<file path="config.mk">
export PLATFORM = sky130hd
export DESIGN_NAME = codec_power_sequencer
export DESIGN_NICKNAME = d
export VERILOG_FILES = /design/src/power_seq_pkg.sv /design/src/codec_power_sequencer.sv
export VERILOG_INCLUDE_DIRS = /design/src
export SDC_FILE = /design/constraint.sdc
export NUM_CORES = 1
export LEC_CHECK = 0
export BUFFER_PORTS_ARGS = -buffer_cell sky130_fd_sc_hd__buf_2
export CAP_MARGIN = 20
export CORE_AREA = 2 2 117 119
export CTS_BUF_LIST = sky130_fd_sc_hd__clkbuf_4 sky130_fd_sc_hd__clkbuf_8 sky130_fd_sc_hd__clkbuf_16
export DETAILED_ROUTE_END_ITERATION = 10
export DIE_AREA = 0 0 119 121
export MAX_ROUTING_LAYER = met4
export PLACE_DENSITY = 0.67
export RECOVER_POWER = 100
export SYNTH_ARGS = -nofsm -noshare
export SYNTH_HDL_FRONTEND = slang
export SYNTH_SLANG_ARGS = --single-unit
</file>
<file path="constraint.sdc">
create_clock -name sys_clk -period 4.95 [get_ports sys_clk]
set_clock_uncertainty 0.2 [all_clocks]
set_input_delay 0.2475 -clock sys_clk [delete_from_list [all_inputs] [get_ports sys_clk]]
set_output_delay 0.2475 -clock sys_clk [all_outputs]
set_load 0.005 [all_outputs]
</file>
<file path="src/power_seq_regs.svh">
// Register offsets, field positions, reset values and timing counts for the power sequencer
`ifndef POWER_SEQ_REGS_SVH
`define POWER_SEQ_REGS_SVH

// Register word addresses; the bus address counts words, not bytes
`define REG_CTRL_ADDR 4'h0
`define REG_PDN_ADDR 4'h1
`define REG_STATUS_ADDR 4'h2
`define REG_RATIO_ADDR 4'h3

// Control register fields
`define CTRL_SUPPLY_BIT 0
`define CTRL_RAMP_BIT 1
`define CTRL_CLKCFG_LSB 4
`define CTRL_CLKCFG_MSB 6

// Reset values
`define CTRL_RESET 32'h0000_0000
`define PDN_RESET 8'hff

// Timing: 2 ms fixed wait, then 3000 master-clock periods
`define ADDR_WAIT_NS 2000000
`define SYS_CLK_NS 8
`define ADDR_WAIT_CYCLES (`ADDR_WAIT_NS / `SYS_CLK_NS)
`define ADDR_MCLK_COUNT 3000

`endif

</file>
<file path="src/power_seq_pkg.sv">
// Types shared by the power sequencer
package power_seq_pkg;
	typedef enum logic [2:0] {
		ST_RESET,
		ST_ADDR_WAIT,
		ST_ADDR_MCLK,
		ST_REF_UP,
		ST_CONV_UP,
		ST_RUNNING,
		ST_POWER_DOWN
	} seq_state_t;

	typedef enum logic [1:0] {
		MODE_RESET,
		MODE_POWER_DOWN,
		MODE_RUNNING,
		MODE_MIXED
	} dev_mode_t;
endpackage

</file>
<file path="src/codec_power_sequencer.sv">
// Reset, power-up and power-down sequencer with Avalon-MM register slave
`timescale 1ns/1ps
`include "power_seq_regs.svh"

module codec_power_sequencer #(
	parameter int CHANNELS = 8,
	parameter int RATIO_W = 12,
	parameter int WAIT_CYCLES = `ADDR_WAIT_CYCLES,
	parameter int MCLK_COUNT = `ADDR_MCLK_COUNT
) (
	// Clock and reset
	input wire logic sys_clk,
	input wire logic rst_b,
	// Pins from the host, asynchronous to sys_clk
	input wire logic master_clock,
	input wire logic frame_sync_clock,
	input wire logic addr_strap_zero,
	input wire logic addr_strap_one,
	input wire logic second_serial_output,
	input wire logic quiescent_ready,
	// Avalon-MM slave
	input wire logic [3:0] avs_address,
	input wire logic avs_read,
	input wire logic avs_write,
	input wire logic [31:0] avs_writedata,
	output logic [31:0] avs_readdata,
	output logic avs_waitrequest,
	// Analog control
	output logic reference_enable,
	output logic [CHANNELS-1:0] converter_power,
	output logic output_clamp,
	output logic quiescent_ramp_down,
	output logic analog_supply_select,
	output logic mute,
	output logic [2:0] latched_address,
	output logic address_latched
);

	// One counter serves both latch phases, so it is sized for the longer of the two
	localparam int CNT_MAX = (WAIT_CYCLES > MCLK_COUNT) ? WAIT_CYCLES : MCLK_COUNT;
	localparam int CNT_W = $clog2(CNT_MAX + 1);

	// Two-flop synchronisers for pins
	logic [5:0] sync1_reg, sync2_reg, sync3_reg;
	logic mclk_s, fs_s, mclk_rise, fs_rise;
	always_ff @(posedge sys_clk or negedge rst_b) begin
		if (!rst_b) begin
			sync1_reg <= 6'h00;
			sync2_reg <= 6'h00;
			sync3_reg <= 6'h00;
		end else begin
			sync1_reg <= {quiescent_ready, second_serial_output, addr_strap_one, addr_strap_zero,
				frame_sync_clock, master_clock};
			sync2_reg <= sync1_reg;
			sync3_reg <= sync2_reg;
		end
	end
	// Only the second stage and the edge stage feed logic
	assign mclk_s = sync2_reg[0];
	assign fs_s = sync2_reg[1];
	assign mclk_rise = sync2_reg[0] & ~sync3_reg[0];
	assign fs_rise = sync2_reg[1] & ~sync3_reg[1];

	// Registers and sequencer state
	power_seq_pkg::seq_state_t state_reg, state_next;
	logic [CNT_W-1:0] cnt_reg, cnt_next;
	logic [2:0] addr_reg, addr_next;
	logic latched_reg, latched_next;
	logic [31:0] ctrl_reg, ctrl_next;
	logic [CHANNELS-1:0] pdn_reg, pdn_next;
	logic [RATIO_W-1:0] fcnt_reg, fcnt_next, ratio_reg, ratio_next;
	logic fs_seen_reg, fs_seen_next;
	logic mute_reg, mute_next;
	logic [31:0] rdata_reg, rdata_next;
	logic ack_reg, ack_next;

	// Mode seen by software
	function automatic power_seq_pkg::dev_mode_t mode_of(input logic [CHANNELS-1:0] pdn);
		if (&pdn)
			return power_seq_pkg::MODE_POWER_DOWN;
		else if (pdn == '0)
			return power_seq_pkg::MODE_RUNNING;
		else
			return power_seq_pkg::MODE_MIXED;
	endfunction

	logic any_up, access, wr_hit;
	assign any_up = ~&pdn_reg;
	// Requests before the latch still complete on the bus but have no effect
	assign access = (avs_read | avs_write) & latched_reg;
	// Write lands at the edge where the master sees waitrequest low, never during the wait state
	assign wr_hit = avs_write & ack_reg & latched_reg;

	// Serial clock settings differ between two control words
	function automatic logic clk_cfg_changed(input logic [31:0] new_ctrl, input logic [31:0] old_ctrl);
		return new_ctrl[`CTRL_CLKCFG_MSB:`CTRL_CLKCFG_LSB] != old_ctrl[`CTRL_CLKCFG_MSB:`CTRL_CLKCFG_LSB];
	endfunction

	// Sequencer and counters
	always_comb begin
		state_next = state_reg;
		cnt_next = cnt_reg;
		addr_next = addr_reg;
		latched_next = latched_reg;
		case (state_reg)
			power_seq_pkg::ST_RESET: begin
				// One cycle here restarts the wait counter cleanly after every reset
				state_next = power_seq_pkg::ST_ADDR_WAIT;
				cnt_next = '0;
			end
			power_seq_pkg::ST_ADDR_WAIT: begin
				// Fixed interval first, counted on sys_clk
				if (cnt_reg == CNT_W'(WAIT_CYCLES - 1)) begin
					state_next = power_seq_pkg::ST_ADDR_MCLK;
					cnt_next = '0;
				end else begin
					cnt_next = cnt_reg + 1'b1;
				end
			end
			power_seq_pkg::ST_ADDR_MCLK: begin
				// Then master-clock periods, counted on synchronised rising edges
				if (mclk_rise) begin
					if (cnt_reg == CNT_W'(MCLK_COUNT - 1)) begin
						// Straps have long settled here, so one synchronised sample is enough
						addr_next = {sync2_reg[4], sync2_reg[3], sync2_reg[2]};
						latched_next = 1'b1;
						state_next = power_seq_pkg::ST_POWER_DOWN;
						cnt_next = '0;
					end else begin
						cnt_next = cnt_reg + 1'b1;
					end
				end
			end
			power_seq_pkg::ST_POWER_DOWN: begin
				// A high synchronised level is taken as proof that the master clock runs
				if (any_up && mclk_s)
					state_next = power_seq_pkg::ST_REF_UP;
			end
			power_seq_pkg::ST_REF_UP: begin
				// Quiescent node must reach its level before converters power
				if (!any_up)
					state_next = power_seq_pkg::ST_POWER_DOWN;
				else if (sync2_reg[5])
					state_next = power_seq_pkg::ST_CONV_UP;
			end
			power_seq_pkg::ST_CONV_UP: begin
				// Converters get one cycle of power before the clamps open
				state_next = any_up ? power_seq_pkg::ST_RUNNING : power_seq_pkg::ST_POWER_DOWN;
			end
			power_seq_pkg::ST_RUNNING: begin
				if (!any_up)
					state_next = power_seq_pkg::ST_POWER_DOWN;
				else if (!sync2_reg[5])
					state_next = power_seq_pkg::ST_REF_UP;
			end
			default: state_next = power_seq_pkg::ST_RESET;
		endcase
	end

	// Sequencer state and latch registers
	always_ff @(posedge sys_clk or negedge rst_b) begin
		if (!rst_b) begin
			state_reg <= power_seq_pkg::ST_RESET;
			cnt_reg <= '0;
			addr_reg <= 3'h0;
			latched_reg <= 1'b0;
		end else begin
			state_reg <= state_next;
			cnt_reg <= cnt_next;
			addr_reg <= addr_next;
			latched_reg <= latched_next;
		end
	end

	// Frame ratio measurement: mclk edges between frame rising edges
	always_comb begin
		fcnt_next = fcnt_reg;
		ratio_next = ratio_reg;
		fs_seen_next = fs_seen_reg;
		// Counter saturates rather than wraps if the frame clock goes missing
		if (fs_rise) begin
			fs_seen_next = 1'b1;
			fcnt_next = '0;
			if (fs_seen_reg)
				ratio_next = fcnt_reg + RATIO_W'(mclk_rise);
		end else if (mclk_rise && fs_seen_reg && fcnt_reg != '1) begin
			fcnt_next = fcnt_reg + 1'b1;
		end
	end

	// Ratio measurement registers
	always_ff @(posedge sys_clk or negedge rst_b) begin
		if (!rst_b) begin
			fcnt_reg <= '0;
			ratio_reg <= '0;
			fs_seen_reg <= 1'b0;
		end else begin
			fcnt_reg <= fcnt_next;
			ratio_reg <= ratio_next;
			fs_seen_reg <= fs_seen_next;
		end
	end

	// Register writes and mute on illegal clock change
	always_comb begin
		ctrl_next = ctrl_reg;
		pdn_next = pdn_reg;
		mute_next = mute_reg;
		if (wr_hit && avs_address == `REG_CTRL_ADDR) begin
			ctrl_next = avs_writedata;
		end
		if (wr_hit && avs_address == `REG_PDN_ADDR) begin
			pdn_next = avs_writedata[CHANNELS-1:0];
		end
		// Mute clears once every converter is powered down
		if (&pdn_reg) begin
			mute_next = 1'b0;
		end
		// A clock change with a converter up sets mute; placed last so a set wins over a clear
		if (any_up && wr_hit && avs_address == `REG_CTRL_ADDR && clk_cfg_changed(avs_writedata, ctrl_reg)) begin
			mute_next = 1'b1;
		end
	end

	// Control, power-down and mute registers
	always_ff @(posedge sys_clk or negedge rst_b) begin
		if (!rst_b) begin
			ctrl_reg <= `CTRL_RESET;
			pdn_reg <= {CHANNELS{1'b1}};
			mute_reg <= 1'b0;
		end else begin
			ctrl_reg <= ctrl_next;
			pdn_reg <= pdn_next;
			mute_reg <= mute_next;
		end
	end

	// Bus slave: one wait cycle, then answer
	always_comb begin
		ack_next = (avs_read | avs_write) & ~ack_reg;
		rdata_next = rdata_reg;
		if (avs_read && !ack_reg) begin
			rdata_next = 32'h0000_0000;
			// Status packs state, mode, address, latch flag, mute and quiescent level
			if (access) begin
				case (avs_address)
					`REG_CTRL_ADDR: rdata_next = ctrl_reg;
					`REG_PDN_ADDR: rdata_next = {{(32-CHANNELS){1'b0}}, pdn_reg};
					`REG_STATUS_ADDR: rdata_next = {21'h0, sync2_reg[5], mute_reg, latched_reg, addr_reg,
						mode_of(pdn_reg), 3'(state_reg)};
					`REG_RATIO_ADDR: rdata_next = {{(32-RATIO_W){1'b0}}, ratio_reg};
					default: rdata_next = 32'h0000_0000;
				endcase
			end
		end
	end

	// Bus answer registers
	always_ff @(posedge sys_clk or negedge rst_b) begin
		if (!rst_b) begin
			ack_reg <= 1'b0;
			rdata_reg <= 32'h0000_0000;
		end else begin
			ack_reg <= ack_next;
			rdata_reg <= rdata_next;
		end
	end

	// Waitrequest is combinational so every access costs exactly one wait state
	assign avs_waitrequest = (avs_read | avs_write) & ~ack_reg;
	assign avs_readdata = rdata_reg;

	// Analog controls follow the sequencer; clamp released only when running
	assign reference_enable = state_reg == power_seq_pkg::ST_REF_UP || state_reg == power_seq_pkg::ST_CONV_UP ||
		state_reg == power_seq_pkg::ST_RUNNING;
	assign converter_power = (state_reg == power_seq_pkg::ST_CONV_UP || state_reg == power_seq_pkg::ST_RUNNING) ?
		~pdn_reg : '0;
	assign output_clamp = state_reg != power_seq_pkg::ST_RUNNING;

	// Plain register bits; the host owns their timing
	assign quiescent_ramp_down = ctrl_reg[`CTRL_RAMP_BIT];
	assign analog_supply_select = ctrl_reg[`CTRL_SUPPLY_BIT];
	assign mute = mute_reg;
	assign latched_address = addr_reg;
	assign address_latched = latched_reg;

endmodule

</file>
==> results of run 1 <==
power groups by stage:
stage	registers [mW]	logic (mW)	clock network [mW]
2_1_floorplan	1.18	0.0381	0
3_3_place_gp	1.19	0.0898	0
3_5_place_dp	1.19	0.0944	0
4_1_cts	1.17	0.121	1.24
5_1_grt	1.17	0.131	1.30
6_report	1.17	0.115	1.22
placed cells by master (no fill, tap or decap), types with 7 or more instances in the layout:
cell and n:
sky130_fd_sc_hd__a21oi_1 18, sky130_fd_sc_hd__a221oi_1 7, sky130_fd_sc_hd__a22o_1 31, sky130_fd_sc_hd__buf_2 65, sky130_fd_sc_hd__clkbuf_1 31, sky130_fd_sc_hd__clkbuf_16 17
sky130_fd_sc_hd__clkbuf_4 10, sky130_fd_sc_hd__dfrtp_1 130, sky130_fd_sc_hd__dfstp_2 8, sky130_fd_sc_hd__dlygate4sd3_1 41, sky130_fd_sc_hd__mux2_1 24, sky130_fd_sc_hd__mux2_2 21
sky130_fd_sc_hd__nand2_1 45, sky130_fd_sc_hd__nand3_1 19, sky130_fd_sc_hd__nand4_1 12, sky130_fd_sc_hd__nor2_1 44, sky130_fd_sc_hd__o21ai_0 32, sky130_fd_sc_hd__xnor2_1 12
sky130_fd_sc_hd__xor2_1 15
cell type report:
type                            count  area (sq um)
Clock buffer                       29           534
Clock inverter                      3          42.5
Fill cell                        1104          5500
Inverter                            6          22.5
Multi-Input combinational cell    357          2420
Sequential cell                   138          3460
Tap cell                          176           220
Timing Repair Buffer              141           881
path summary, 6_finish.rpt:
| path | start | end | slack [ns] | cells after the start |
|---|---|---|---|---|
| min | sync1_reg[3] | sync2_reg[3] | 0.15 | 0 |
| min reg2reg | sync1_reg[3] | sync2_reg[3] | 0.15 | 0 |
| max reg2reg | address_latched | ctrl_reg[2] | 2.15 | 3 |
| max in group asynchronous | rst_b | cnt_reg[7] | 2.44 | 3 |
| max | avs_address[1] | ctrl_reg[2] | 1.75 | 6 |
| min in group asynchronous | rst_b | avs_readdata[8] | 0.24 | 2 |
through the flow:
step / total power [mW] / area, sq um / utilization (%) / std cells
after floorplan: 1.22 / 6060 / - / 527
after global placement: 1.27 / 6680 / 51.1 / 775
after detailed placement: 1.28 / 6700 / 51.2 / 776
after CTS: 2.53 / 7680 / 58.7 / 849
after global routing: 2.60 / 7580 / 58.0 / 850
final: 2.50 / 7580 / 58.0 / 850
logic make-up after synthesis:
kind of cell	after synthesis
and+or+nand+nor	164
xor gates and xnor gates	27
adders and majority gates	4
AOI/OAI and AO/OA	113
DFF	138
muxes	49
buffers and inverters	32
per-layer routing:
| metal | vias up | wire length (um) | track usage, % | part of all wire [%] |
|---|---|---|---|---|
| met2 | 135 | 6540 | 32.1 | 47 |
| li1 | 2181 | - | - | - |
| met3 | 33 | 642 | 5.17 | 4.6 |
| met5 | - | 0 | - | 0 |
| met1 | 2250 | 6460 | 27.6 | 46 |
| met4 | 0 | 369 | 8.93 | 2.6 |
worst max-delay path: cells and delay by family:
kind / cells / cell delay, ns
buffers and inverters: 3 / 1.62
and+or+nand+nor: 2 / 0.99
muxes: 1 / 0.42
==> impl_results.html, run 1 <==
<table>
<tr><th>Metric</th><th>Value</th></tr>
<tr><th colspan="2">Drt</th></tr>
<tr><td>Final antenna-violating net count</td><td>0</td></tr>
<tr><td>Detailed Route Iter0 Violations</td><td>239</td></tr>
<tr><td>Number of DRC violations after detailed routing</td><td>0</td></tr>
<tr><td>DR pass1 iterations</td><td>5</td></tr>
<tr><td>Total number of vias</td><td>4,599</td></tr>
<tr><td>Routed wire length</td><td>14,000 um</td></tr>
<tr><td>Post-DR vias/cell</td><td>5.41</td></tr>
<tr><td>Routed wirelength normalized by instance count</td><td>16.5 um</td></tr>
<tr><th colspan="2">Power</th></tr>
<tr><td>Combinational share of power</td><td>4.6%</td></tr>
<tr><td>Fraction of power consumed by the clock network</td><td>48.7%</td></tr>
<tr><td>Power Internal</td><td>1.98 mW</td></tr>
<tr><td>Reg power frac</td><td>46.7%</td></tr>
<tr><td>Leakage component of the power</td><td>3.54 nW</td></tr>
<tr><td>Net switching component of the power</td><td>0.517 mW</td></tr>
<tr><td>IR Drop Worst-Case VDD</td><td>0.235 mV</td></tr>
<tr><td>Power density over the cells</td><td>329 nW/um^2</td></tr>
<tr><td>Switching part of the total power</td><td>20.7%</td></tr>
<tr><th colspan="2">Logic synthesis</th></tr>
<tr><td>Portion of synthesized cell area occupied by the leading cell type</td><td>53.7%</td></tr>
<tr><td>Complex-gate fraction of the synthesized area</td><td>13.3%</td></tr>
<tr><td>Share of synthesized flip-flops with an asynchronous set or reset</td><td>100%</td></tr>
<tr><td>Portion of the post-synthesis area used by sequential elements</td><td>57.2%</td></tr>
<tr><td>Most frequently used cell type in the post-synthesis netlist</td><td>sky130_fd_sc_hd__dfrtp_1</td></tr>
<tr><td>Mean instance size in the synthesized netlist</td><td>11.5 sq um</td></tr>
<tr><td>Leading area contributor after synthesis</td><td>sky130_fd_sc_hd__dfrtp_1</td></tr>
<tr><td>Cell area after technology mapping</td><td>6060 sq um</td></tr>
<tr><td>Synth Register Bits</td><td>138</td></tr>
<tr><td>Most frequent cells after synthesis</td><td>130 x sky130_fd_sc_hd__dfrtp_1, 45 x sky130_fd_sc_hd__nand2_1, 44 x sky130_fd_sc_hd__nor2_1, 31 x sky130_fd_sc_hd__a22o_1, 28 x sky130_fd_sc_hd__o21ai_0</td></tr>
<tr><td>Number of standard cells after synthesis</td><td>527</td></tr>
<tr><td>Mux cell area share after synthesis</td><td>9.03%</td></tr>
<tr><td>Post-synth EDFFs</td><td>0</td></tr>
<tr><td>Top cells by area in the synthesized netlist</td><td>sky130_fd_sc_hd__dfrtp_1 54%, sky130_fd_sc_hd__a22o_1 4.5%, sky130_fd_sc_hd__mux2_1 4.5%</td></tr>
<tr><td>Simple-gate share of the synthesized area</td><td>13.6%</td></tr>
<tr><td>Most frequently used flop master after synthesis</td><td>sky130_fd_sc_hd__dfrtp_1</td></tr>
<tr><td>Dominant combinational cell family by area after synthesis</td><td>simple AND/OR/NAND/NOR gates</td></tr>
<tr><td>Number of nets produced by synthesis</td><td>577</td></tr>
<tr><td>Count of cell types in the netlist</td><td>53</td></tr>
<tr><td>XOR/XNOR share of the synthesized area</td><td>3.90%</td></tr>
<tr><td>Yosys synthesis warning count</td><td>0</td></tr>
<tr><td>Synthesized-area fraction occupied by adder cells</td><td>0.826%</td></tr>
<tr><th colspan="2">Clocking</th></tr>
<tr><td>Setup bufs post-CTS</td><td>0</td></tr>
<tr><td>CTS tree</td><td>built</td></tr>
<tr><td>Number of buffers inserted during clock tree synthesis</td><td>17</td></tr>
<tr><td>Library cell used as clock root buffer</td><td>sky130_fd_sc_hd__clkbuf_16</td></tr>
<tr><td>Worst-Skew Late Latency</td><td>0.42 ns</td></tr>
<tr><td># resized after CTS</td><td>0</td></tr>
<tr><td>Clock Sinks</td><td>138</td></tr>
<tr><td>Maximum clock insertion buffer count</td><td>2</td></tr>
<tr><td>Number of hold buffers added after CTS</td><td>41</td></tr>
<tr><td>Clock transition at path regs</td><td>0.06 ns</td></tr>
<tr><td>H-tree depth</td><td>4</td></tr>
<tr><th colspan="2">Worst setup path</th></tr>
<tr><td>Crit path capture type</td><td>register</td></tr>
<tr><td>Cells along the critical path</td><td>clkbuf_1 -&gt; nor4_1 -&gt; clkbuf_1 -&gt; and4_1 -&gt; clkbuf_1 -&gt; mux2_2</td></tr>
<tr><td>Cell type with the highest occurrence count on the critical path</td><td>sky130_fd_sc_hd__clkbuf_1</td></tr>
<tr><td>Startpoint kind of the worst setup timing path</td><td>input pin</td></tr>
<tr><td>Critical path fanouts, max</td><td>21</td></tr>
<tr><td>Arrival time reported for the critical path endpoint</td><td>3.30 ns</td></tr>
<tr><td>Slowest stage cell on the critical path</td><td>sky130_fd_sc_hd__clkbuf_1</td></tr>
<tr><td>Data required time at the worst endpoint</td><td>5.05 ns</td></tr>
<tr><td>Critical path type</td><td>input pin to register</td></tr>
<tr><td>Largest stage delay on the critical path</td><td>0.93 ns</td></tr>
<tr><th colspan="2">GRT</th></tr>
<tr><td>GRT Resource Usage Total</td><td>21.2%</td></tr>
<tr><td>Via count of the first global-routing pass</td><td>4,551</td></tr>
<tr><td>Initial antenna violation count</td><td>0</td></tr>
<tr><td>Aggregate global routing overflow</td><td>0</td></tr>
<tr><td>Largest net degree at the start of global routing</td><td>80</td></tr>
<tr><td>First-pass GRT wire length</td><td>23,100 um</td></tr>
<tr><th colspan="2">Floorplan</th></tr>
<tr><td>Width of the die</td><td>119 um</td></tr>
<tr><td>Initial cell density of the core</td><td>46.3%</td></tr>
<tr><td>Vertical extent of the die</td><td>121 um</td></tr>
<tr><td>Number of standard-cell rows in the floorplan</td><td>42</td></tr>
<tr><td>Number of top-level pins</td><td>96</td></tr>
<tr><td>Full die area</td><td>14,400 sq um</td></tr>
<tr><td>Core region area</td><td>13,100 sq um</td></tr>
<tr><th colspan="2">Layout</th></tr>
<tr><td>Share of cells above drive strength 1</td><td>20.0%</td></tr>
<tr><td>Antenna cells</td><td>0</td></tr>
<tr><td>Number of nets in the layout</td><td>711</td></tr>
<tr><td>P&amp;R area growth vs syn</td><td>25.2%</td></tr>
<tr><th colspan="2">Timing</th></tr>
<tr><td>Final setup margin</td><td>1.75 ns</td></tr>
<tr><td>Minimum clock period</td><td>3.20 ns</td></tr>
<tr><td>Worst hold slack after final layout</td><td>0.146 ns</td></tr>
<tr><td>RSZ-0062 raised after global routing</td><td>false</td></tr>
<tr><td>Worst slew margin relative to its limit</td><td>-8.52%</td></tr>
<tr><td>Setup TNS</td><td>0 ns</td></tr>
<tr><td>Slew at the pin closest to its max-slew limit</td><td>1.61 ns</td></tr>
<tr><td>Final Setup Violations</td><td>0</td></tr>
<tr><td>Final cycle utilization of the critical path</td><td>64.6%</td></tr>
<tr><td>Highest attainable clock frequency</td><td>313 MHz</td></tr>
<tr><td>Final hold violation count</td><td>0</td></tr>
<tr><td>Max-slew violation count</td><td>10</td></tr>
<tr><th colspan="2">Place</th></tr>
<tr><td>Global placement routability congestion</td><td>0.866</td></tr>
<tr><td>Count of buffers inserted at the top-level ports</td><td>95</td></tr>
<tr><td>HPWL after detailed placement</td><td>9560 um</td></tr>
<tr><td>Pre-CTS setup slack</td><td>2.34 ns</td></tr>
<tr><th colspan="2">Run status</th></tr>
<tr><td>Result of the run</td><td>complete, but fails checks</td></tr>
<tr><td>Violations in the final reports</td><td>max-capacitance violations, max-slew violations</td></tr>
<tr><th colspan="2">Job</th></tr>
<tr><td>Max capacitance violation total</td><td>1</td></tr>
<tr><th colspan="2">Worst hold path</th></tr>
<tr><td>Class of the worst hold path</td><td>register to register</td></tr>
</table>
(Power assumes the default switching activity.)
==> inputs of run 2 (changes only) <==
--- a/config.mk
+++ b/config.mk
@@ -13,7 +13,7 @@
 export DETAILED_ROUTE_END_ITERATION = 10
 export DIE_AREA = 0 0 119 121
 export MAX_ROUTING_LAYER = met4
-export PLACE_DENSITY = 0.67
+export PLACE_DENSITY = 0.7
 export RECOVER_POWER = 100
 export SYNTH_ARGS = -nofsm -noshare
 export SYNTH_HDL_FRONTEND = slang
==> constraint.sdc (replaced) <==
create_clock -name sys_clk -period 2.68 [get_ports sys_clk]
set_clock_uncertainty 0.2 [all_clocks]
set_input_delay 0.134 -clock sys_clk [delete_from_list [all_inputs] [get_ports sys_clk]]
set_output_delay 0.134 -clock sys_clk [all_outputs]
set_load 0.005 [all_outputs]
==> impl_results.html, run 2 (same netlist as run 1, synthesis figures left out) <==
<table>
<tr><th>Metric</th><th>Value</th></tr>
<tr><th colspan="2">Drt</th></tr>
<tr><td>DR pass1 iterations</td><td>6 (+1)</td></tr>
<tr><td>Total number of vias</td><td>4,676 (+1.7%)</td></tr>
<tr><td>Routed wire length</td><td>13,800 um (-1.6%)</td></tr>
<tr><td>Post-DR vias/cell</td><td>5.46 (+0.84%)</td></tr>
<tr><td>Routed wirelength normalized by instance count</td><td>16.1 um (-2.4%)</td></tr>
<tr><td>Number of DRC violations after detailed routing</td><td>0 (unchanged)</td></tr>
<tr><td>Detailed Route Iter0 Violations</td><td>288 (+21%)</td></tr>
<tr><td>Final antenna-violating net count</td><td>0 (unchanged)</td></tr>
<tr><th colspan="2">Clocking</th></tr>
<tr><td>Number of buffers inserted during clock tree synthesis</td><td>17 (unchanged)</td></tr>
<tr><td>Library cell used as clock root buffer</td><td>sky130_fd_sc_hd__clkbuf_16</td></tr>
<tr><td>H-tree depth</td><td>4 (unchanged)</td></tr>
<tr><td>Maximum clock insertion buffer count</td><td>2 (unchanged)</td></tr>
<tr><td>Clock Sinks</td><td>138 (unchanged)</td></tr>
<tr><td>CTS tree</td><td>built</td></tr>
<tr><td>Clock transition at path regs</td><td>0.06 ns (about the same)</td></tr>
<tr><td>Worst-Skew Late Latency</td><td>0.43 ns (about the same)</td></tr>
<tr><th colspan="2">Worst setup path</th></tr>
<tr><td>CP Buf/Inv Count</td><td>0 (-3)</td></tr>
<tr><td>Cells along the critical path</td><td>ha_1 -&gt; nand2_1 -&gt; nor4_1 -&gt; and3_1 -&gt; o31ai_2 -&gt; a41oi_1 -&gt; a31oi_1</td></tr>
<tr><td>CP top delay family</td><td>compound AO/OA/AOI/OAI gates</td></tr>
<tr><td>Startpoint kind of the worst setup timing path</td><td>register</td></tr>
<tr><td>Worst reg-to-reg setup slack</td><td>0.31 ns (-1.84 ns)</td></tr>
<tr><td>Slowest stage cell on the critical path</td><td>sky130_fd_sc_hd__o31ai_2</td></tr>
<tr><td>Crit path capture type</td><td>register</td></tr>
<tr><td>Critical path fanouts, max</td><td>8 (-62%)</td></tr>
<tr><td>Arrival time reported for the critical path endpoint</td><td>2.51 ns (-0.79 ns)</td></tr>
<tr><td>Data required time at the worst endpoint</td><td>2.82 ns (-2.23 ns)</td></tr>
<tr><td>Critical path type</td><td>register to register</td></tr>
<tr><td>Largest stage delay on the critical path</td><td>0.63 ns (-0.30 ns)</td></tr>
<tr><th colspan="2">Power</th></tr>
<tr><td>Power density over the cells</td><td>599 nW/um^2 (+82%)</td></tr>
<tr><td>Switching part of the total power</td><td>22.8% (+2.1 points)</td></tr>
<tr><td>Power after layout</td><td>4.60 mW (+84%)</td></tr>
<tr><td>IR Drop Worst-Case VDD</td><td>0.395 mV (+68%)</td></tr>
<tr><td>Reg power frac</td><td>46.9% (+0.2 points)</td></tr>
<tr><td>Fraction of power consumed by the clock network</td><td>48.3% (-0.4 points)</td></tr>
<tr><td>Net switching component of the power</td><td>1.05 mW (+100%)</td></tr>
<tr><td>Leakage component of the power</td><td>3.60 nW (+1.6%)</td></tr>
<tr><td>Power Internal</td><td>3.55 mW (+79%)</td></tr>
<tr><td>Combinational share of power</td><td>4.8% (+0.2 points)</td></tr>
<tr><th colspan="2">GRT</th></tr>
<tr><td>GRT Resource Usage Total</td><td>20.9% (-0.31 points)</td></tr>
<tr><td>Via count of the first global-routing pass</td><td>4,661 (+2.4%)</td></tr>
<tr><td>Aggregate global routing overflow</td><td>0 (unchanged)</td></tr>
<tr><td>Largest net degree at the start of global routing</td><td>68 (-15%)</td></tr>
<tr><td>Initial antenna violation count</td><td>0 (unchanged)</td></tr>
<tr><td>First-pass GRT wire length</td><td>23,100 um (-0.27%)</td></tr>
<tr><th colspan="2">Layout</th></tr>
<tr><td>Share of cells above drive strength 1</td><td>22.3% (+2.3 points)</td></tr>
<tr><td>Antenna cells</td><td>0 (unchanged)</td></tr>
<tr><td>P&amp;R area growth vs syn</td><td>26.9%</td></tr>
<tr><td>Commonest non-fill, non-tap cell in the layout</td><td>sky130_fd_sc_hd__dfrtp_1</td></tr>
<tr><td>Highest-count cells in the layout ignoring fill and taps</td><td>130 x sky130_fd_sc_hd__dfrtp_1, 66 x sky130_fd_sc_hd__buf_2, 45 x sky130_fd_sc_hd__nand2_1</td></tr>
<tr><td>Number of nets in the layout</td><td>718 (+0.98%)</td></tr>
<tr><th colspan="2">Timing</th></tr>
<tr><td>Final hold violation count</td><td>0 (unchanged)</td></tr>
<tr><td>Minimum clock period</td><td>2.37 ns</td></tr>
<tr><td>Worst slew margin relative to its limit</td><td>-9.86% (-1.3 points)</td></tr>
<tr><td>Final cycle utilization of the critical path</td><td>88.4%</td></tr>
<tr><td>Slew at the pin closest to its max-slew limit</td><td>1.65 ns (+0.0428 ns)</td></tr>
<tr><td>Setup TNS</td><td>0 ns (unchanged)</td></tr>
<tr><td>Highest attainable clock frequency</td><td>422 MHz</td></tr>
<tr><td>RSZ-0062 raised after global routing</td><td>false</td></tr>
<tr><td>Final Setup Violations</td><td>0 (unchanged)</td></tr>
<tr><td>Max-slew violation count</td><td>67 (+57)</td></tr>
<tr><th colspan="2">Job</th></tr>
<tr><td>Max capacitance violation total</td><td>1 (unchanged)</td></tr>
<tr><th colspan="2">Floorplan</th></tr>
<tr><td>Initial cell density of the core</td><td>46.3% (unchanged)</td></tr>
<tr><td>Full die area</td><td>14,400 sq um (unchanged)</td></tr>
<tr><td>Core region area</td><td>13,100 sq um (unchanged)</td></tr>
<tr><td>Vertical extent of the die</td><td>121 um (unchanged)</td></tr>
<tr><td>Number of standard-cell rows in the floorplan</td><td>42 (unchanged)</td></tr>
<tr><td>Width of the die</td><td>119 um (unchanged)</td></tr>
<tr><td>Number of top-level pins</td><td>96 (unchanged)</td></tr>
<tr><th colspan="2">Run status</th></tr>
<tr><td>Result of the run</td><td>complete, but fails checks</td></tr>
<tr><td>Violations in the final reports</td><td>max-capacitance violations, max-slew violations</td></tr>
<tr><th colspan="2">Place</th></tr>
<tr><td>Count of buffers inserted at the top-level ports</td><td>95 (unchanged)</td></tr>
<tr><td>Global placement routability congestion</td><td>0.869 (+0.33%)</td></tr>
<tr><td>HPWL after detailed placement</td><td>9540 um (-0.13%)</td></tr>
<tr><th colspan="2">Worst hold path</th></tr>
<tr><td>Class of the worst hold path</td><td>input pin to register</td></tr>
</table>
==> run 2: path summary, 6_finish.rpt <==
path | startpoint | endpoint | depth (start not counted)
max in group asynchronous | rst_b | fcnt_reg[3] | 3
max reg2reg | cnt_reg[0] | cnt_reg[17] | 7
min in group asynchronous | rst_b | ctrl_reg[11] | 2
min reg2reg | sync1_reg[4] | sync2_reg[4] | 0
max | cnt_reg[0] | cnt_reg[17] | 7
min | avs_address[1] | avs_readdata[3] | 5
==> run 2: layer usage <==
layer	share of wire, %	routed length [um]	GRT usage, %	vias to the layer above
li1	-	-	-	2199
met1	45	6260	26.9	2283
met2	47	6420	31.5	164
met3	5.7	783	5.12	30
met4	2.4	329	9.67	0
met5	0	0	-	-
==> run 2: what timing repair did <==
action | in CTS | in global routing
hold endpoints to repair | 113 | 0
buffers inserted | 0 | 0
resized for setup | 0 | 0
hold buffers | 41 | 0
==> run 2: stage by stage <==
step | cell area, sq um | setup WS (ns) | hold slack, ns | util (%) | std cells
finish | 7690 | 0.312 | 0.110 | 58.7 | 857
global route | 7690 | 0.0839 | 0.143 | 58.7 | 857
CTS | 7740 | 0.330 | 0.0942 | 59.2 | 857
detailed placement | 6760 | 0.354 | -0.0280 | 51.7 | 784
global placement | 6760 | 0.420 | -0.0328 | 51.7 | 784
floorplan | 6060 | 0.596 | -0.362 | - | 527
==> run 2: worst min-delay path, delay by kind of cell <==
family,cells,cell delay (ns)
simple gates,1,0.06
buf+inv,2,0.27
compound gates,2,0.23
==> run 2: final cells by class <==
cell class / count / area (sq um)
flip-flops and latches: 138 / 3460
repair buffers: 148 / 950
clock buffers: 19 / 453
multi-input cells: 357 / 2460
clock inverters: 13 / 116
inverters: 6 / 22.5
well taps: 176 / 220
fillers: 1102 / 5400
==> run 2: power groups by stage <==
stage	Clock (mW)	Sequential [mW]	Combinational (mW)
3_5_place_dp	0	2.19	0.176
5_1_grt	2.36	2.16	0.251
2_1_floorplan	0	2.18	0.0703
3_3_place_gp	0	2.19	0.171
6_report	2.22	2.16	0.222
4_1_cts	2.26	2.16	0.227
==> inputs of run 3 (changes only) <==
--- a/config.mk
+++ b/config.mk
@@ -6,14 +6,15 @@
 export SDC_FILE = /design/constraint.sdc
 export NUM_CORES = 1
 export LEC_CHECK = 0
+export ABC_AREA = 1
 export BUFFER_PORTS_ARGS = -buffer_cell sky130_fd_sc_hd__buf_2
 export CAP_MARGIN = 20
-export CORE_AREA = 2 2 117 119
+export CORE_AREA = 2 2 124 126
 export CTS_BUF_LIST = sky130_fd_sc_hd__clkbuf_4 sky130_fd_sc_hd__clkbuf_8 sky130_fd_sc_hd__clkbuf_16
 export DETAILED_ROUTE_END_ITERATION = 10
-export DIE_AREA = 0 0 119 121
+export DIE_AREA = 0 0 126 128
 export MAX_ROUTING_LAYER = met4
-export PLACE_DENSITY = 0.7
+export PLACE_DENSITY = 0.69
 export RECOVER_POWER = 100
 export SYNTH_ARGS = -nofsm -noshare
 export SYNTH_HDL_FRONTEND = slang
==> impl_results.html, run 3 <==
<table>
<tr><th>Metric</th><th>Value</th></tr>
<tr><th colspan="2">Logic synthesis</th></tr>
<tr><td>Complex-gate fraction of the synthesized area</td><td>9.63% (-3.6 points)</td></tr>
<tr><td>Most frequently used cell type in the post-synthesis netlist</td><td>sky130_fd_sc_hd__nand2_1</td></tr>
<tr><td>Mux cell area share after synthesis</td><td>0.997% (-8.0 points)</td></tr>
<tr><td>Share of synthesized flip-flops with an asynchronous set or reset</td><td>100% (unchanged)</td></tr>
<tr><td>Count of cell types in the netlist</td><td>42 (-21%)</td></tr>
<tr><td>Post-synth EDFFs</td><td>0 (unchanged)</td></tr>
<tr><td>Mean instance size in the synthesized netlist</td><td>8.22 sq um (-29%)</td></tr>
<tr><td>Number of nets produced by synthesis</td><td>875 (+52%)</td></tr>
<tr><td>Most frequent cells after synthesis</td><td>240 x sky130_fd_sc_hd__nand2_1, 130 x sky130_fd_sc_hd__dfrtp_1, 95 x sky130_fd_sc_hd__inv_1, 84 x sky130_fd_sc_hd__o21ai_0, 74 x sky130_fd_sc_hd__nor2_1</td></tr>
<tr><td>Dominant combinational cell family by area after synthesis</td><td>simple AND/OR/NAND/NOR gates</td></tr>
<tr><td>Yosys synthesis warning count</td><td>0 (unchanged)</td></tr>
<tr><td>Simple-gate share of the synthesized area</td><td>28.5% (+15 points)</td></tr>
<tr><td>Synthesized-area fraction occupied by adder cells</td><td>0.738% (-0.088 points)</td></tr>
<tr><td>Cell area after technology mapping</td><td>6780 sq um (+12%)</td></tr>
<tr><td>Portion of the post-synthesis area used by sequential elements</td><td>51.1% (-6.1 points)</td></tr>
<tr><td>Leading area contributor after synthesis</td><td>sky130_fd_sc_hd__dfrtp_1</td></tr>
<tr><td>Number of standard cells after synthesis</td><td>825 (+57%)</td></tr>
<tr><td>Portion of synthesized cell area occupied by the leading cell type</td><td>48.0% (-5.7 points)</td></tr>
<tr><td>Synth Register Bits</td><td>138 (unchanged)</td></tr>
<tr><td>Most frequently used flop master after synthesis</td><td>sky130_fd_sc_hd__dfrtp_1</td></tr>
<tr><td>Top cells by area in the synthesized netlist</td><td>sky130_fd_sc_hd__dfrtp_1 48%, sky130_fd_sc_hd__nand2_1 13%, sky130_fd_sc_hd__o21ai_0 6.2%</td></tr>
<tr><td>XOR/XNOR share of the synthesized area</td><td>1.68% (-2.2 points)</td></tr>
<tr><th colspan="2">Power</th></tr>
<tr><td>Combinational share of power</td><td>4.7% (about the same)</td></tr>
<tr><td>IR Drop Worst-Case VDD</td><td>0.370 mV (-6.4%)</td></tr>
<tr><td>Reg power frac</td><td>46.1% (-0.8 points)</td></tr>
<tr><td>Leakage component of the power</td><td>4.13 nW (+15%)</td></tr>
<tr><td>Fraction of power consumed by the clock network</td><td>49.2% (+0.9 points)</td></tr>
<tr><td>Switching part of the total power</td><td>22.0% (-0.74 points)</td></tr>
<tr><td>Power after layout</td><td>4.62 mW (+0.49%)</td></tr>
<tr><td>Power density over the cells</td><td>557 nW/um^2 (-7.0%)</td></tr>
<tr><td>Power Internal</td><td>3.61 mW (+1.4%)</td></tr>
<tr><td>Net switching component of the power</td><td>1.02 mW (-2.8%)</td></tr>
<tr><th colspan="2">Floorplan</th></tr>
<tr><td>Width of the die</td><td>126 um (+5.9%)</td></tr>
<tr><td>Core region area</td><td>14,900 sq um (+14%)</td></tr>
<tr><td>Number of standard-cell rows in the floorplan</td><td>45 (+7.1%)</td></tr>
<tr><td>Full die area</td><td>16,100 sq um (+12%)</td></tr>
<tr><td>Vertical extent of the die</td><td>128 um (+5.8%)</td></tr>
<tr><td>Initial cell density of the core</td><td>45.6% (-0.69 points)</td></tr>
<tr><td>Number of top-level pins</td><td>96 (unchanged)</td></tr>
<tr><th colspan="2">Clocking</th></tr>
<tr><td>Clock transition at path regs</td><td>0.06 ns (about the same)</td></tr>
<tr><td>Clock Sinks</td><td>138 (unchanged)</td></tr>
<tr><td>Setup bufs post-CTS</td><td>0 (unchanged)</td></tr>
<tr><td>Maximum clock insertion buffer count</td><td>2 (unchanged)</td></tr>
<tr><td># resized after CTS</td><td>0 (unchanged)</td></tr>
<tr><td>Library cell used as clock root buffer</td><td>sky130_fd_sc_hd__clkbuf_16</td></tr>
<tr><td>Worst-Skew Late Latency</td><td>0.41 ns (-0.02 ns)</td></tr>
<tr><td>H-tree depth</td><td>4 (unchanged)</td></tr>
<tr><td>Number of buffers inserted during clock tree synthesis</td><td>17 (unchanged)</td></tr>
<tr><td>CTS tree</td><td>built</td></tr>
<tr><th colspan="2">Layout</th></tr>
<tr><td>Sequential cell area</td><td>3460 sq um (unchanged)</td></tr>
<tr><td>Number of nets in the layout</td><td>1,014 (+41%)</td></tr>
<tr><td>P&amp;R area growth vs syn</td><td>22.5%</td></tr>
<tr><td>Antenna cells</td><td>0 (unchanged)</td></tr>
<tr><td>Share of cells above drive strength 1</td><td>14.1% (-8.3 points)</td></tr>
<tr><td>Highest-count cells in the layout ignoring fill and taps</td><td>243 x sky130_fd_sc_hd__nand2_1, 130 x sky130_fd_sc_hd__dfrtp_1, 99 x sky130_fd_sc_hd__inv_1</td></tr>
<tr><td>Fill cell count</td><td>1,399 (+27%)</td></tr>
<tr><td>Area of the multi-input gates</td><td>2770 sq um (+12%)</td></tr>
<tr><td>Finished layout cell area</td><td>8300 sq um (+8.0%)</td></tr>
<tr><td>Commonest non-fill, non-tap cell in the layout</td><td>sky130_fd_sc_hd__nand2_1</td></tr>
<tr><th colspan="2">Worst setup path</th></tr>
<tr><td>Critical path fanouts, max</td><td>8 (unchanged)</td></tr>
<tr><td>Slowest stage cell on the critical path</td><td>sky130_fd_sc_hd__dfrtp_1</td></tr>
<tr><td>Worst reg-to-reg setup slack</td><td>0.46 ns (+0.15 ns)</td></tr>
<tr><td>Cells along the critical path</td><td>inv_1 -&gt; nand3_1 -&gt; clkinv_1 -&gt; nand2_1 -&gt; nand3_1 -&gt; nand2_1 -&gt; nand2_1</td></tr>
<tr><td>Crit path capture type</td><td>register</td></tr>
<tr><td>Data required time at the worst endpoint</td><td>2.77 ns (-0.05 ns)</td></tr>
<tr><td>Startpoint kind of the worst setup timing path</td><td>register</td></tr>
<tr><td>Critical path type</td><td>register to register</td></tr>
<tr><td>Largest stage delay on the critical path</td><td>0.51 ns (-0.12 ns)</td></tr>
<tr><td>Arrival time reported for the critical path endpoint</td><td>2.31 ns (-0.20 ns)</td></tr>
<tr><td>Cell type with the highest occurrence count on the critical path</td><td>sky130_fd_sc_hd__nand2_1</td></tr>
<tr><th colspan="2">Place</th></tr>
<tr><td>Count of buffers inserted at the top-level ports</td><td>95 (unchanged)</td></tr>
<tr><td>Global placement routability congestion</td><td>0.972 (+12%)</td></tr>
<tr><td>HPWL after detailed placement</td><td>11,800 um (+24%)</td></tr>
<tr><td>Post-place instance area</td><td>7430 sq um (+10%)</td></tr>
<tr><td>Pre-CTS setup slack</td><td>0.610 ns (+0.256 ns)</td></tr>
<tr><th colspan="2">Timing</th></tr>
<tr><td>RSZ-0062 raised after global routing</td><td>false</td></tr>
<tr><td>Setup TNS</td><td>0 ns (unchanged)</td></tr>
<tr><td>Slew at the pin closest to its max-slew limit</td><td>1.01 ns (-0.636 ns)</td></tr>
<tr><td>Minimum clock period</td><td>2.22 ns (-0.145 ns)</td></tr>
<tr><td>Final hold violation count</td><td>0 (unchanged)</td></tr>
<tr><td>Final cycle utilization of the critical path</td><td>82.9% (-5.4 points)</td></tr>
<tr><td>Max-slew violation count</td><td>0 (-100%)</td></tr>
<tr><td>Worst slew margin relative to its limit</td><td>32.5% (+42 points)</td></tr>
<tr><td>Final Setup Violations</td><td>0 (unchanged)</td></tr>
<tr><td>Final setup margin</td><td>0.457 ns (+0.145 ns)</td></tr>
<tr><td>Highest attainable clock frequency</td><td>450 MHz (+6.5%)</td></tr>
<tr><th colspan="2">GRT</th></tr>
<tr><td>Initial antenna violation count</td><td>0 (unchanged)</td></tr>
<tr><td>Via count of the first global-routing pass</td><td>5,625 (+21%)</td></tr>
<tr><td>GRT Resource Usage Total</td><td>22.6% (+1.7 points)</td></tr>
<tr><td>Aggregate global routing overflow</td><td>0 (unchanged)</td></tr>
<tr><td>First-pass GRT wire length</td><td>28,200 um (+22%)</td></tr>
<tr><td>Largest net degree at the start of global routing</td><td>74 (+8.8%)</td></tr>
<tr><th colspan="2">Drt</th></tr>
<tr><td>Routed wire length</td><td>16,800 um (+22%)</td></tr>
<tr><td>DR pass1 iterations</td><td>5 (-1)</td></tr>
<tr><td>Final antenna-violating net count</td><td>0 (unchanged)</td></tr>
<tr><td>Total number of vias</td><td>5,853 (+25%)</td></tr>
<tr><td>Post-DR vias/cell</td><td>5.04 (-7.7%)</td></tr>
<tr><td>Detailed Route Iter0 Violations</td><td>477 (+66%)</td></tr>
<tr><td>Routed wirelength normalized by instance count</td><td>14.4 um (-10%)</td></tr>
<tr><td>Number of DRC violations after detailed routing</td><td>0 (unchanged)</td></tr>
<tr><th colspan="2">Job</th></tr>
<tr><td>Max capacitance violation total</td><td>0 (-1)</td></tr>
<tr><th colspan="2">Worst hold path</th></tr>
<tr><td>Class of the worst hold path</td><td>input pin to register</td></tr>
<tr><th colspan="2">Run status</th></tr>
<tr><td>Result of the run</td><td>finished, final reports clean</td></tr>
</table>
-- run 3: cell types whose count changed after synthesis, moves of 10 or more --
cell,delta
sky130_fd_sc_hd__inv_1,+89
sky130_fd_sc_hd__mux2_2,-15
sky130_fd_sc_hd__o21ai_0,+56
sky130_fd_sc_hd__mux2_1,-24
sky130_fd_sc_hd__a22o_1,-30
sky130_fd_sc_hd__nor2_1,+30
sky130_fd_sc_hd__nand3_1,+24
sky130_fd_sc_hd__nand2_1,+195
sky130_fd_sc_hd__a21oi_1,-10
-- run 3: worst paths after layout --
path / from / end / cells past startpoint
worst max-delay path: state_reg[2] / state_reg[2] / 7
worst min-delay path: avs_address[2] / avs_readdata[3] / 6
worst max register to register: state_reg[2] / state_reg[2] / 7
worst min register to register: sync1_reg[2] / sync2_reg[2] / 0
max in group asynchronous: rst_b / ctrl_reg[11] / 3
min in group asynchronous: rst_b / cnt_reg[5] / 2
-- run 3: power by group through the flow --
stage          clock [mW]  combinational (mW)  sequential [mW]
2_1_floorplan           0              0.0754             2.16
6_report             2.28               0.217             2.13
3_5_place_dp            0               0.182             2.17
4_1_cts              2.31               0.229             2.13
5_1_grt              2.42               0.250             2.13
3_3_place_gp            0               0.182             2.17
-- run 3: logic make-up after synthesis --
| logic type | after synthesis |
|---|---|
| AO/OA/AOI/OAI | 119 |
| XOR/XNOR | 13 |
| adder cells (fa/ha/maj) | 4 |
| buffers and inverters | 123 |
| flip-flops | 138 |
| multiplexers | 6 |
| AND/OR/NAND/NOR | 422 |
-- run 3: critical path: cells and delay by family, from the launching register on --
family        cells  cell delay [ns]
buf+inv           2             0.49
flops             1             0.51
simple gates      5             0.91
-- run 3: routing by layer --
metal  GRT usage, %  up-vias  wire, um
met4           8.92        0       350
li1               -     2935         -
met3           3.59       18       626
met5              -        -         0
met2           34.0      119      7930
met1           31.0     2781      7880
-- run 3: timing repair --
item	CTS	global route
hold endpoints to repair	119	0
endpoints found under the setup margin	0	0
hold buffers	41	0
-- run 3: area by class of cell --
cell class | count | area share [%]
Multi-Input combinational cell | 564 | 33.3
Tap cell | 188 | 2.83
Timing Repair Buffer | 140 | 10.5
Inverter | 103 | 4.72
Clock inverter | 10 | 1.45
Clock buffer | 19 | 5.46
Sequential cell | 138 | 41.7
-- run 3: metrics by stage --
stage,util (%),instances,hold WS (ns)
after detailed placement,50.0,1092,0.0201
after CTS,56.6,1162,0.0626
after global placement,50.0,1092,0.0236
final,55.9,1162,0.0840
after global routing,55.9,1162,0.105
after floorplan,-,825,-0.362
